===== src/core/supervisor_params.svh =====
// Offsets, field positions, reset values and timing counts of the supervisor.
// Included by the package; holds definitions only.
`ifndef SUPERVISOR_PARAMS_SVH
`define SUPERVISOR_PARAMS_SVH

`define ZONE_COUNT 4
`define IRQ_W 5
`define SYNC_W 3

// Register byte offsets on the APB.
`define OFS_CTRL 8'h00
`define OFS_CFG_START 8'h04
`define OFS_CFG_ZONE1 8'h08
`define OFS_CFG_ACCUM 8'h0C
`define OFS_UNJAM 8'h10
`define OFS_STATUS 8'h14
`define OFS_IRQ_STATUS 8'h18
`define OFS_IRQ_MASK 8'h1C

// Address register layout: channel in the upper field, bit address below.
`define ADDR_BIT_MSB 7
`define ADDR_MUX_LSB 8
`define ADDR_MUX_MSB 11

// Reset values: an illegal layout (start 0/240, zone 1 0/16, accumulate 0/53).
`define RST_CFG_START 12'h0F0
`define RST_CFG_ZONE1 12'h010
`define RST_CFG_ACCUM 12'h035
`define RST_UNJAM_MS 16'h0BB8
`define RST_IRQ_MASK 5'h00

// Interrupt status bit positions.
`define IRQ_NET_LOST 0
`define IRQ_NET_BACK 1
`define IRQ_MOTOR_LOST 2
`define IRQ_FAULT 3
`define IRQ_JAM 4

// Time base: one millisecond tick derived from the 4 ns clock.
`define CLK_PERIOD_PS 4000
`define TICK_PERIOD_PS 1000000000
`define TICK_CYCLES (`TICK_PERIOD_PS / `CLK_PERIOD_PS)
`define BLINK_HALF_MS 250

`endif


===== src/core/supervisor_pkg.sv =====
// Types shared by the supervisor modules.
// Assumes the constants header sits in the include path.
`include "supervisor_params.svh"

package supervisor_pkg;

   typedef enum logic [1:0] {ZONE_RUN, ZONE_REVERSE, ZONE_HOLD} zone_e;

   typedef struct packed {
      logic [`SYNC_W-1:0] stage1;
      logic [`SYNC_W-1:0] stage2;
   } sync_s;

   typedef struct packed {
      logic [31:0] cnt;
      logic [15:0] half;
      logic tick;
      logic blink;
   } div_s;

   typedef struct packed {
      logic cpu_started;
      logic [11:0] cfg_start;
      logic [11:0] cfg_zone1;
      logic [11:0] cfg_accum;
      logic [15:0] unjam_ms;
      logic [`IRQ_W-1:0] irq_status;
      logic [`IRQ_W-1:0] irq_mask;
      logic [`ZONE_COUNT-1:0] jam_prev;
      zone_e [`ZONE_COUNT-1:0] zone;
      logic [`ZONE_COUNT-1:0][15:0] unjam_cnt;
      logic net_prev;
      logic motor_prev;
      logic steady_prev;
      logic pready;
      logic pslverr;
      logic [31:0] prdata;
      logic net_led;
      logic motor_led;
      logic fault_led;
      logic net_active;
      logic sensors_enable;
      logic motor_stop;
      logic [`ZONE_COUNT-1:0] zone_reverse;
      logic irq;
   } sup_s;

endpackage


===== src/core/blink_divider.sv =====
// Millisecond tick and fault blink level derived from pclk.
// Assumes a single clock; the tick is a one-cycle enable, never a clock.
`timescale 1ns/1ps

module blink_divider
   import supervisor_pkg::*;
#(
   parameter int unsigned TICK_CYCLES = `TICK_CYCLES,
   parameter int unsigned BLINK_HALF_MS = `BLINK_HALF_MS
)
(
   input wire logic pclk,
   input wire logic presetn,
   output logic tick,
   output logic blink
);

   div_s s;
   div_s next_s;

   always_comb
   begin
      next_s = s;
      next_s.tick = 1'b0;
      if (s.cnt >= 32'(TICK_CYCLES - 1))
      begin
         next_s.cnt = '0;
         next_s.tick = 1'b1;
         if (s.half >= 16'(BLINK_HALF_MS - 1))
         begin
            next_s.half = '0;
            next_s.blink = ~s.blink;
         end
         else
            next_s.half = s.half + 16'h0001;
      end
      else
         next_s.cnt = s.cnt + 32'h0000_0001;
   end

   always_ff @(posedge pclk or negedge presetn)
   begin
      if (!presetn)
         s <= '0;
      else
         s <= next_s;
   end

   assign tick = s.tick;
   assign blink = s.blink;

endmodule


===== src/core/status_fault_supervisor.sv =====
// Supply supervision, status indicators, fault indication and jam recovery
// of a four-zone conveyor controller, with an APB register slave.
// Assumes one clock, an asynchronous power-up reset, asynchronous supply
// pins, and jam levels from zone logic on the same clock.
`timescale 1ns/1ps

////////////////////////////////////////////////////////////////////////////////
// Behaviour
// - Network-power indicator goes off while network supply is below working range.
// - When network supply returns the device rejoins the bus on its own.
// - While network power is off, sensors count as dead and all motors stop.
// - Motor-power indicator goes off while motor supply is below working range.
// - Fault lit steadily for illegal config, processor not started, or overload.
// - Config illegal when start bit is not below zone 1 on one channel.
// - Legal config needs start below zone 1, and zone 1 below accumulate, wherever the two share a channel.
// - Writing a valid configuration clears a fault caused only by the config.
// - Fault indicator blinks instead of steady while any zone is jammed.
// - A jammed zone reverses its roller for the configured unjam time.
module status_fault_supervisor
   import supervisor_pkg::*;
#(
   parameter int unsigned TICK_CYCLES = `TICK_CYCLES,
   parameter int unsigned BLINK_HALF_MS = `BLINK_HALF_MS
)
(
   input wire logic pclk,
   input wire logic presetn,
   input wire logic psel,
   input wire logic penable,
   input wire logic pwrite,
   input wire logic [7:0] paddr,
   input wire logic [31:0] pwdata,
   output logic [31:0] prdata,
   output logic pready,
   output logic pslverr,
   input wire logic net_supply_good,
   input wire logic motor_supply_good,
   input wire logic motor_overload,
   input wire logic [`ZONE_COUNT-1:0] zone_jam,
   output logic net_power_led,
   output logic motor_power_led,
   output logic fault_led,
   output logic net_active,
   output logic sensors_enable,
   output logic motor_stop,
   output logic [`ZONE_COUNT-1:0] zone_reverse,
   output logic irq
);

   ////////////////////////////////////////////////////////////////////////////
   // Functions.

   // True when address a fails to precede address b on a shared channel.
   // Addresses on different channels never collide, so they are not ordered.
   function automatic logic out_of_order(input logic [11:0] a, input logic [11:0] b);
      logic same_mux;
      same_mux = a[`ADDR_MUX_MSB:`ADDR_MUX_LSB] == b[`ADDR_MUX_MSB:`ADDR_MUX_LSB];
      return same_mux && (a[`ADDR_BIT_MSB:0] >= b[`ADDR_BIT_MSB:0]);
   endfunction

   function automatic logic is_mapped(input logic [7:0] addr);
      logic hit;
      if (addr == `OFS_CTRL)
         hit = 1'b1;
      else if (addr == `OFS_CFG_START)
         hit = 1'b1;
      else if (addr == `OFS_CFG_ZONE1)
         hit = 1'b1;
      else if (addr == `OFS_CFG_ACCUM)
         hit = 1'b1;
      else if (addr == `OFS_UNJAM)
         hit = 1'b1;
      else if (addr == `OFS_STATUS)
         hit = 1'b1;
      else if (addr == `OFS_IRQ_STATUS)
         hit = 1'b1;
      else if (addr == `OFS_IRQ_MASK)
         hit = 1'b1;
      else
         hit = 1'b0;
      return hit;
   endfunction

   ////////////////////////////////////////////////////////////////////////////
   // Synchronised pins and time base.

   logic [`SYNC_W-1:0] pins_sync;
   logic net_ok;
   logic motor_ok;
   logic overload;
   logic tick;
   logic blink;

   supply_sync u_sync
   (
      .pclk(pclk),
      .presetn(presetn),
      .async_in({motor_overload, motor_supply_good, net_supply_good}),
      .sync_out(pins_sync)
   );

   assign net_ok = pins_sync[0];
   assign motor_ok = pins_sync[1];
   assign overload = pins_sync[2];

   blink_divider #(
      .TICK_CYCLES(TICK_CYCLES),
      .BLINK_HALF_MS(BLINK_HALF_MS)
   ) u_div
   (
      .pclk(pclk),
      .presetn(presetn),
      .tick(tick),
      .blink(blink)
   );

   ////////////////////////////////////////////////////////////////////////////
   // State.

   sup_s s;
   sup_s next_s;

   logic cfg_illegal;
   logic steady_fault;
   logic [`ZONE_COUNT-1:0] jam_eff;
   logic [`ZONE_COUNT-1:0] jam_rise;
   logic [`IRQ_W-1:0] events;
   logic [31:0] status_word;

   // Order is checked on the stored words, so a valid write clears it at once.
   assign cfg_illegal = out_of_order(s.cfg_start, s.cfg_zone1)
      || out_of_order(s.cfg_zone1, s.cfg_accum);
   assign steady_fault = cfg_illegal || !s.cpu_started || overload;

   // Sensors are not trusted without network power, so jams are ignored then.
   assign jam_eff = zone_jam & {`ZONE_COUNT{net_ok}};
   assign jam_rise = jam_eff & ~s.jam_prev;

   always_comb
   begin
      events = '0;
      events[`IRQ_NET_LOST] = s.net_prev && !net_ok;
      events[`IRQ_NET_BACK] = !s.net_prev && net_ok;
      events[`IRQ_MOTOR_LOST] = s.motor_prev && !motor_ok;
      events[`IRQ_FAULT] = !s.steady_prev && steady_fault;
      events[`IRQ_JAM] = |jam_rise;
   end

   always_comb
   begin
      status_word = '0;
      status_word[0] = net_ok;
      status_word[1] = motor_ok;
      status_word[2] = steady_fault;
      status_word[3] = cfg_illegal;
      status_word[4] = overload;
      status_word[8 +: `ZONE_COUNT] = jam_eff;
      status_word[12 +: `ZONE_COUNT] = s.zone_reverse;
   end

   ////////////////////////////////////////////////////////////////////////////
   // Next-state logic.

   always_comb
   begin
      next_s = s;

      // APB: first access cycle prepares the answer, the second completes it.
      next_s.pready = 1'b0;
      next_s.pslverr = 1'b0;
      if (psel && penable && !s.pready)
      begin
         next_s.pready = 1'b1;
         next_s.pslverr = !is_mapped(paddr);
         next_s.prdata = '0;
         if (!pwrite)
         begin
            if (paddr == `OFS_CTRL)
               next_s.prdata[0] = s.cpu_started;
            else if (paddr == `OFS_CFG_START)
               next_s.prdata[11:0] = s.cfg_start;
            else if (paddr == `OFS_CFG_ZONE1)
               next_s.prdata[11:0] = s.cfg_zone1;
            else if (paddr == `OFS_CFG_ACCUM)
               next_s.prdata[11:0] = s.cfg_accum;
            else if (paddr == `OFS_UNJAM)
               next_s.prdata[15:0] = s.unjam_ms;
            else if (paddr == `OFS_STATUS)
               next_s.prdata = status_word;
            else if (paddr == `OFS_IRQ_STATUS)
               next_s.prdata[`IRQ_W-1:0] = s.irq_status;
            else if (paddr == `OFS_IRQ_MASK)
               next_s.prdata[`IRQ_W-1:0] = s.irq_mask;
         end
      end

      // Sticky events; a read clears only the bits it returned, so set wins.
      next_s.irq_status = s.irq_status | events;
      if (psel && penable && s.pready)
      begin
         if (pwrite)
         begin
            if (paddr == `OFS_CTRL)
               next_s.cpu_started = pwdata[0];
            else if (paddr == `OFS_CFG_START)
               next_s.cfg_start = pwdata[11:0];
            else if (paddr == `OFS_CFG_ZONE1)
               next_s.cfg_zone1 = pwdata[11:0];
            else if (paddr == `OFS_CFG_ACCUM)
               next_s.cfg_accum = pwdata[11:0];
            else if (paddr == `OFS_UNJAM)
               next_s.unjam_ms = pwdata[15:0];
            else if (paddr == `OFS_IRQ_MASK)
               next_s.irq_mask = pwdata[`IRQ_W-1:0];
         end
         else if (paddr == `OFS_IRQ_STATUS)
            next_s.irq_status = (s.irq_status & ~s.prdata[`IRQ_W-1:0]) | events;
      end

      // Jam recovery per zone.
      next_s.jam_prev = jam_eff;
      for (int i = 0; i < `ZONE_COUNT; i++)
      begin
         case (s.zone[i])
            ZONE_RUN:
            begin
               if (jam_rise[i])
               begin
                  next_s.unjam_cnt[i] = s.unjam_ms;
                  next_s.zone[i] = (s.unjam_ms == 16'h0000) ? ZONE_HOLD : ZONE_REVERSE;
               end
            end
            ZONE_REVERSE:
            begin
               if (!jam_eff[i])
                  next_s.zone[i] = ZONE_RUN;
               else if (tick)
               begin
                  if (s.unjam_cnt[i] <= 16'h0001)
                     next_s.zone[i] = ZONE_HOLD;
                  else
                     next_s.unjam_cnt[i] = s.unjam_cnt[i] - 16'h0001;
               end
            end
            ZONE_HOLD:
            begin
               if (!jam_eff[i])
                  next_s.zone[i] = ZONE_RUN;
            end
            default:
               next_s.zone[i] = ZONE_RUN;
         endcase
         next_s.zone_reverse[i] = (next_s.zone[i] == ZONE_REVERSE) && net_ok;
      end

      // Indicators and motor supervision.
      next_s.net_prev = net_ok;
      next_s.motor_prev = motor_ok;
      next_s.steady_prev = steady_fault;
      next_s.net_led = net_ok;
      next_s.net_active = net_ok;
      next_s.sensors_enable = net_ok;
      next_s.motor_stop = !net_ok;
      next_s.motor_led = motor_ok;
      if (|jam_eff)
         next_s.fault_led = blink;
      else
         next_s.fault_led = steady_fault;
      // Use the mask being written too, so the level never lags a mask change.
      next_s.irq = |(next_s.irq_status & next_s.irq_mask);
   end

   ////////////////////////////////////////////////////////////////////////////
   // Registers.

   always_ff @(posedge pclk or negedge presetn)
   begin
      if (!presetn)
      begin
         s <= '0;
         s.cfg_start <= `RST_CFG_START;
         s.cfg_zone1 <= `RST_CFG_ZONE1;
         s.cfg_accum <= `RST_CFG_ACCUM;
         s.unjam_ms <= `RST_UNJAM_MS;
         s.irq_mask <= `RST_IRQ_MASK;
         s.motor_stop <= 1'b1;
      end
      else
         s <= next_s;
   end

   assign prdata = s.prdata;
   assign pready = s.pready;
   assign pslverr = s.pslverr;
   assign net_power_led = s.net_led;
   assign motor_power_led = s.motor_led;
   assign fault_led = s.fault_led;
   assign net_active = s.net_active;
   assign sensors_enable = s.sensors_enable;
   assign motor_stop = s.motor_stop;
   assign zone_reverse = s.zone_reverse;
   assign irq = s.irq;

endmodule


===== src/core/supply_sync.sv =====
// Two-flop synchroniser for the supply-good and overload pins.
// Assumes the pins are asynchronous levels; only the second stage is read.
`timescale 1ns/1ps

module supply_sync
   import supervisor_pkg::*;
(
   input wire logic pclk,
   input wire logic presetn,
   input wire logic [`SYNC_W-1:0] async_in,
   output logic [`SYNC_W-1:0] sync_out
);

   sync_s s;
   sync_s next_s;

   always_comb
   begin
      next_s = s;
      next_s.stage1 = async_in;
      next_s.stage2 = s.stage1;
   end

   always_ff @(posedge pclk or negedge presetn)
   begin
      if (!presetn)
         s <= '0;
      else
         s <= next_s;
   end

   assign sync_out = s.stage2;

endmodule


===== config.mk =====
export PLATFORM = sky130hd
export DESIGN_NAME = status_fault_supervisor
export DESIGN_NICKNAME = d
export VERILOG_FILES = /design/src/core/supervisor_pkg.sv /design/src/core/blink_divider.sv /design/src/core/status_fault_supervisor.sv /design/src/core/supply_sync.sv
export VERILOG_INCLUDE_DIRS = /design/src /design/src/core
export SDC_FILE = /design/constraint.sdc
export NUM_CORES = 1
export LEC_CHECK = 0
export ABC_AREA = 1
export BUFFER_PORTS_ARGS = -buffer_cell sky130_fd_sc_hd__buf_2
export CAP_MARGIN = 20
export CORE_MARGIN = 3
export CORE_UTILIZATION = 35
export DETAILED_ROUTE_END_ITERATION = 6
export PLACE_DENSITY = 0.58
export SYNTH_ARGS = -nofsm -noshare
export SYNTH_HDL_FRONTEND = slang
export SYNTH_SLANG_ARGS = --single-unit

===== constraint.sdc =====
create_clock -name pclk -period 5.66 [get_ports pclk]
set_clock_uncertainty 0.2 [all_clocks]
set_input_delay 0.283 -clock pclk [delete_from_list [all_inputs] [get_ports pclk]]
set_output_delay 0.283 -clock pclk [all_outputs]
set_load 0.01 [all_outputs]

==> results.sh, run 1 <==
export IMPL_ioPinCount=97
export IMPL_max_cap_viol_count=0
export IMPL_end_kind="flip-flop"
export IMPL_crit_fanout=32
export IMPL_antenna_found_initial=0
export IMPL_initial_core_util=0.360
export IMPL_num_vias=10200
export IMPL_setup_violations=0
export IMPL_relSlewSlack=0.300
export IMPL_grt_pass1_wl_mm=52.3
export IMPL_critPathSlowestCell="nand2_1"
export IMPL_rows=67
export IMPL_synth_seq_cells=223
export IMPL_avgSynthCellArea_um2=8.03
export IMPL_clk_latency_ns=0.53
export IMPL_crit_chain="dlygate4sd3_1 -> buf_2 -> nor2_1 -> dlygate4sd3_1 -> nand2_2 -> nor2_4 -> nand2_1 -> inv_2 -> nand2_1 -> o21ai_0"
export IMPL_rsz0062_at_grt="false"
export IMPL_numPortBuffers=64
export IMPL_via_per_inst=4.92
export IMPL_area_growth_syn_to_layout_pct=13.4
export IMPL_period_share=0.597
export IMPL_finalInstanceArea_mm2=0.0138
export IMPL_slew_viol_final=0
export IMPL_p_total_mw=4.24
export IMPL_worstMarginPinSlew_ns=1.05
export IMPL_drt_wl_total_mm=31.9
export IMPL_cts_buffers=25
export IMPL_clk_path_buf_depth=3
export IMPL_cp_start_kind="primary input"
export IMPL_p_leak_nw=6.53
export IMPL_vdd_drop_max_mv=0.235
export IMPL_fmax_mhz=296
export IMPL_dr_pass1_iters=6
export IMPL_die_area_mm2=0.0372
export IMPL_path_class="primary input to flip-flop"
export IMPL_power_density_mw_per_mm2=306
export IMPL_critPathTopFamily="simple AND/OR/NAND/NOR gates"
export IMPL_ys_top_cells_by_area="dfrtp_1, nand2_1, o21ai_0"
export IMPL_synth_area_mm2=0.0122
export IMPL_grt_pass1_vias=9895
export IMPL_routedWlPerCell_um=15.5
export IMPL_synth_edf_count=0
export IMPL_worstPathArrival_ns=3.61
export IMPL_num_antenna_cells=0
export IMPL_drc=0
export IMPL_fin_crit_ns=3.38
export IMPL_core_mm2=0.0340
export IMPL_clkTransAtPathRegs_ns=0.06
export IMPL_yosys_area_top_type="dfrtp_1"
export IMPL_synth_main_ff_cell="dfrtp_1"
export IMPL_cts_root_buffer_cell="clkbuf_16"
export IMPL_drtAntennaViolNets=0
export IMPL_hold_path_class="primary input to flip-flop"
export IMPL_yosysTopAreaCellShare=0.422
export IMPL_drtIter0Drc=682
export IMPL_synth_cell_types=61
export IMPL_dpl_hpwl_mm=22.2
export IMPL_cts_tree="done"
export IMPL_max_stage_delay_ns=0.63
export IMPL_drive_gt1_frac=0.126
export IMPL_track_usage=0.175
export IMPL_place_area_mm2=0.0127
export IMPL_async_flop_share=1.00
export IMPL_yosysWarnings=0
export IMPL_fin_setup_tns_ns=0
export IMPL_die_y_um=193
export IMPL_die_w_um=193
export IMPL_status="finished clean"
export IMPL_final_nets=1675
export IMPL_worstPathRequired_ns=5.89
export IMPL_grt_ovfl_total=0
export IMPL_crit_buf_inv=4
export IMPL_routabilityCongestion=0.887
export IMPL_synth_cells=1521
export IMPL_seq_area_frac_synth=0.459
export IMPL_cts_sinks=223
export IMPL_hold_viol_final=0
export IMPL_cts_max_level=1
export IMPL_grt_max_degree=148
## cells in the mapped netlist, types with 2 or more instances
master    count
clkinv_1      2
nor3_4        2
a31oi_1       3
inv_1       179
dfstp_2      17
nand2_2       9
clkbuf_1     15
o21a_1        2
dfrtp_1     206
buf_4        40
nor2_2       11
nand3_1      61
inv_2        17
nor2_1      137
nor3_2        6
nand2_4       3
nor2_4        5
a21oi_1      66
nand3_2       2
nand4_1      14
o221ai_1      6
o22ai_1      13
nand2_1     312
o32ai_1       2
xnor2_1       6
a22oi_1       7
nor3_1       24
o31ai_1       4
buf_6        10
o211ai_1     19
xor2_1       24
o21ai_0     165
ha_1         28
buf_2        13
a21o_1        2
nor3b_1       3
o21ai_1      50
nor4_1        4
o21ai_2      10
## state kept, by name, indices dropped and copies added (netlist names)
name	count
fault_led	1
irq	1
motor_power_led	1
motor_stop	1
prdata	16
pready	1
pslverr	1
s	140
sensors_enable	1
u_div.blink	1
u_div.s	48
u_div.tick	1
u_sync.next_s	3
u_sync.sync_out	3
zone_reverse	4
## area by class of cell
cell class | count | area [µm²]
clock inverters | 6 | 45.0
fillers | 3465 | 20100
flip-flops and latches | 223 | 5600
inverters | 199 | 748
clock buffers | 40 | 792
well taps | 448 | 561
repair buffers | 97 | 666
multi-input cells | 1049 | 5430
## per-layer routing
metal	wire length [µm]	GRT usage
met1	15400	0.252
met5	0	0
met4	797	0.0420
met3	1570	0.0234
met2	14200	0.278
## metrics by stage
stage,worst slack (ns),hold slack [ns],instances,utilization
4_1_cts,2.32,0.00152,2062,0.408
2_1_floorplan,3.74,-0.213,1550,-
6_report,2.28,0.0280,2062,0.408
3_3_place_gp,2.70,0.117,1986,0.374
3_5_place_dp,2.70,0.111,1986,0.374
5_1_grt,2.01,0.0437,2062,0.408
## kinds of logic (layout without fill, tap and decap cells)
logic type	Yosys count	in the layout	share of synthesized area
flip-flops	223	223	0.459
XOR/XNOR	30	30	0.0215
AO/OA/AOI/OAI	357	357	0.163
other	1	30	0.000307
buffers and inverters	278	342	0.105
AND/OR/NAND/NOR	603	603	0.221
adder cells (fa/ha/maj)	28	28	0.0287
multiplexers	1	1	0.000922
## tightest hold or removal path, delay by kind of cell
family / cells / cell delay, ns
and+or+nand+nor: 2 / 0.16
buffers and inverters: 2 / 0.26
## worst paths after layout
kind	from	endpoint	slack, ns	depth (start not counted)
max	paddr[7]	s[139]	2.28	10
min	pwrite	prdata[12]	0.03	4
max reg2reg	s[114]	s[77]	2.70	8
min reg2reg	u_sync.next_s[2]	u_sync.sync_out[2]	0.16	0
max in group asynchronous	presetn	u_div.s[2]	3.95	3
min in group asynchronous	presetn	s[111]	0.13	2
## layout by cell type (no fill, tap or decap), types with 50 or more instances in the layout
master   count
nand2_1    312
dfrtp_1    206
inv_1      179
o21ai_0    165
nor2_1     137
a21oi_1     66
buf_2       63
nand3_1     61
o21ai_1     50
## timing repair
action / CTS / global route
gates resized for setup: 0 / 0
setup endpoints to repair: 0 / 0
hold buffers: 30 / 0
buffers inserted: 0 / 0
endpoints found under the hold margin: 136 / 0
## power breakdown
part	leakage (nW)	switching, mW	internal [mW]
logic	3.28	0.490	0.251
registers	2.83	0.126	1.74
clock network	0.417	0.676	0.960
total	6.53	1.29	2.95
Power figures use the tool's default switching activity.
==> inputs of run 2 (changes only) <==
clock period = 3.26 ns   (was 5.66 ns; I/O delays follow)
==> results.sh, run 2 (synthesized netlist as in run 1, its figures left out) <==
export IMPL_worstPathRequired_ns=3.53
export IMPL_drtIter0Drc=641
export IMPL_critPathTopFamily="buffers and inverters"
export IMPL_seqCellArea_mm2=0.00560
export IMPL_path_class="primary input to flip-flop"
export IMPL_crit_top_cell="nand2_1"
export IMPL_vdd_drop_max_mv=0.364
export IMPL_grt_ovfl_total=0
export IMPL_crit_fanout=13
export IMPL_drtAntennaViolNets=0
export IMPL_area_growth_syn_to_layout_pct=14.1
export IMPL_nFillCells=3466
export IMPL_top_register="s"
export IMPL_fin_setup_tns_ns=0
export IMPL_setup_violations=0
export IMPL_initial_core_util=0.360
export IMPL_die_y_um=193
export IMPL_drt_wl_total_mm=32.3
export IMPL_layout_commonest_cell="nand2_1"
export IMPL_antenna_found_initial=2
export IMPL_worstPathArrival_ns=3.15
export IMPL_cts_root_buffer_cell="clkbuf_16"
export IMPL_grt_pass1_wl_mm=52.3
export IMPL_ioPinCount=97
export IMPL_p_total_mw=7.31
export IMPL_crit_buf_inv=4
export IMPL_die_w_um=193
export IMPL_max_cap_viol_count=0
export IMPL_clk_path_buf_depth=3
export IMPL_cp_start_kind="primary input"
export IMPL_fmax_mhz=347
export IMPL_worstMarginPinSlew_ns=0.770
export IMPL_critPathSlowestCell="dlygate4sd3_1"
export IMPL_core_mm2=0.0340
export IMPL_die_area_mm2=0.0372
export IMPL_clk_latency_ns=0.53
export IMPL_final_nets=1690
export IMPL_dr_pass1_iters=5
export IMPL_drive_gt1_frac=0.129
export IMPL_rows=67
export IMPL_hold_viol_final=0
export IMPL_cts_tree="done"
export IMPL_grt_pass1_vias=9783
export IMPL_via_per_inst=4.97
export IMPL_period_share=0.885
export IMPL_end_kind="flip-flop"
export IMPL_rsz0062_at_grt="false"
export IMPL_slew_viol_final=0
export IMPL_relSlewSlack=0.485
export IMPL_multiInputGateArea_mm2=0.00543
export IMPL_drc=0
export IMPL_clkTransAtPathRegs_ns=0.06
export IMPL_grt_max_degree=92
export IMPL_status="finished clean"
export IMPL_postCtsSetupBuffers=0
export IMPL_numPortBuffers=64
export IMPL_power_density_mw_per_mm2=525
export IMPL_num_vias=10300
export IMPL_cts_buffers=25
export IMPL_cts_sinks=223
export IMPL_mostFrequentLayoutCells="nand2_1, dfrtp_1, inv_1"
export IMPL_crit_chain="dlygate4sd3_1 -> buf_2 -> nor2_1 -> dlygate4sd3_1 -> nand2_2 -> nor2_4 -> nand2_1 -> inv_2 -> a21oi_1 -> o21ai_0 -> o21ai_0 -> o211ai_1 -> nand2_1 -> nand2_1"
export IMPL_cts_max_level=1
export IMPL_num_antenna_cells=0
export IMPL_track_usage=0.175
export IMPL_max_stage_delay_ns=0.59
export IMPL_fin_crit_ns=2.89
export IMPL_hold_path_class="primary input to flip-flop"
export IMPL_p_leak_nw=6.57
export IMPL_dpl_hpwl_mm=22.6
export IMPL_routabilityCongestion=0.891
export IMPL_largest_register_ffs=140
export IMPL_routedWlPerCell_um=15.5
==> run 2: path summary, 6_finish.rpt <==
check,startpoint,end,depth (start not counted),slack (ns)
max,paddr[7],prdata[10],14,0.37
max reg2reg,s[96],s[109],12,0.79
min,paddr[4],s[128],5,0.03
min reg2reg,u_sync.next_s[0],u_sync.sync_out[0],0,0.15
max in group asynchronous,presetn,s[152],3,1.94
min in group asynchronous,presetn,s[103],2,0.06
==> run 2: routing by layer <==
metal  wire (µm)  track usage  up-vias
li1            -            -     5111
met2       14400        0.275      244
met4         773       0.0431        4
met1       15100        0.248     4904
met5          30            0        -
met3        1950       0.0316       51
==> run 2: area by class of cell <==
type	count	area share
well taps	448	0.0402
flip-flops and latches	223	0.402
clock inverters	7	0.00521
clock buffers	39	0.0523
repair buffers	112	0.0564
inverters	199	0.0537
multi-input cells	1049	0.390
==> run 2: stage by stage <==
step | instance area, µm² | std cells | hold WS, ns | setup slack [ns] | util
floorplan | 12300 | 1550 | -0.333 | 1.34 | -
global placement | 12800 | 1998 | 0.0372 | 0.823 | 0.377
detailed placement | 12800 | 1998 | 0.0402 | 0.801 | 0.377
CTS | 13900 | 2077 | 0.00773 | 0.496 | 0.410
global route | 13900 | 2077 | 0.0602 | 0.170 | 0.410
finish | 13900 | 2077 | 0.0330 | 0.374 | 0.410
==> run 2: what timing repair did <==
action	CTS	global route
endpoints found under the setup margin	0	0
gates resized for setup	0	0
hold buffers	33	0
hold endpoints to repair	173	0
==> run 2: power breakdown <==
group          switching, mW  total [mW]  leakage, nW  internal [mW]
clock network           1.16        2.77        0.386           1.62
registers              0.219        3.23         2.83           3.01
logic                  0.853        1.30         3.35          0.448
total                   2.23        7.31         6.57           5.08
==> run 2: worst reg2reg max path, stage by stage, from the launching register on <==
cell and delay, ns:
dfrtp_1 0.39, inv_1 0.13, ha_1 0.25, nand2_1 0.12
inv_1 0.06, nand2_1 0.11, a21oi_1 0.09, o21ai_1 0.15
nand2_2 0.16, inv_2 0.34, o21ai_0 0.20, nand2_1 0.09
o21ai_0 0.07
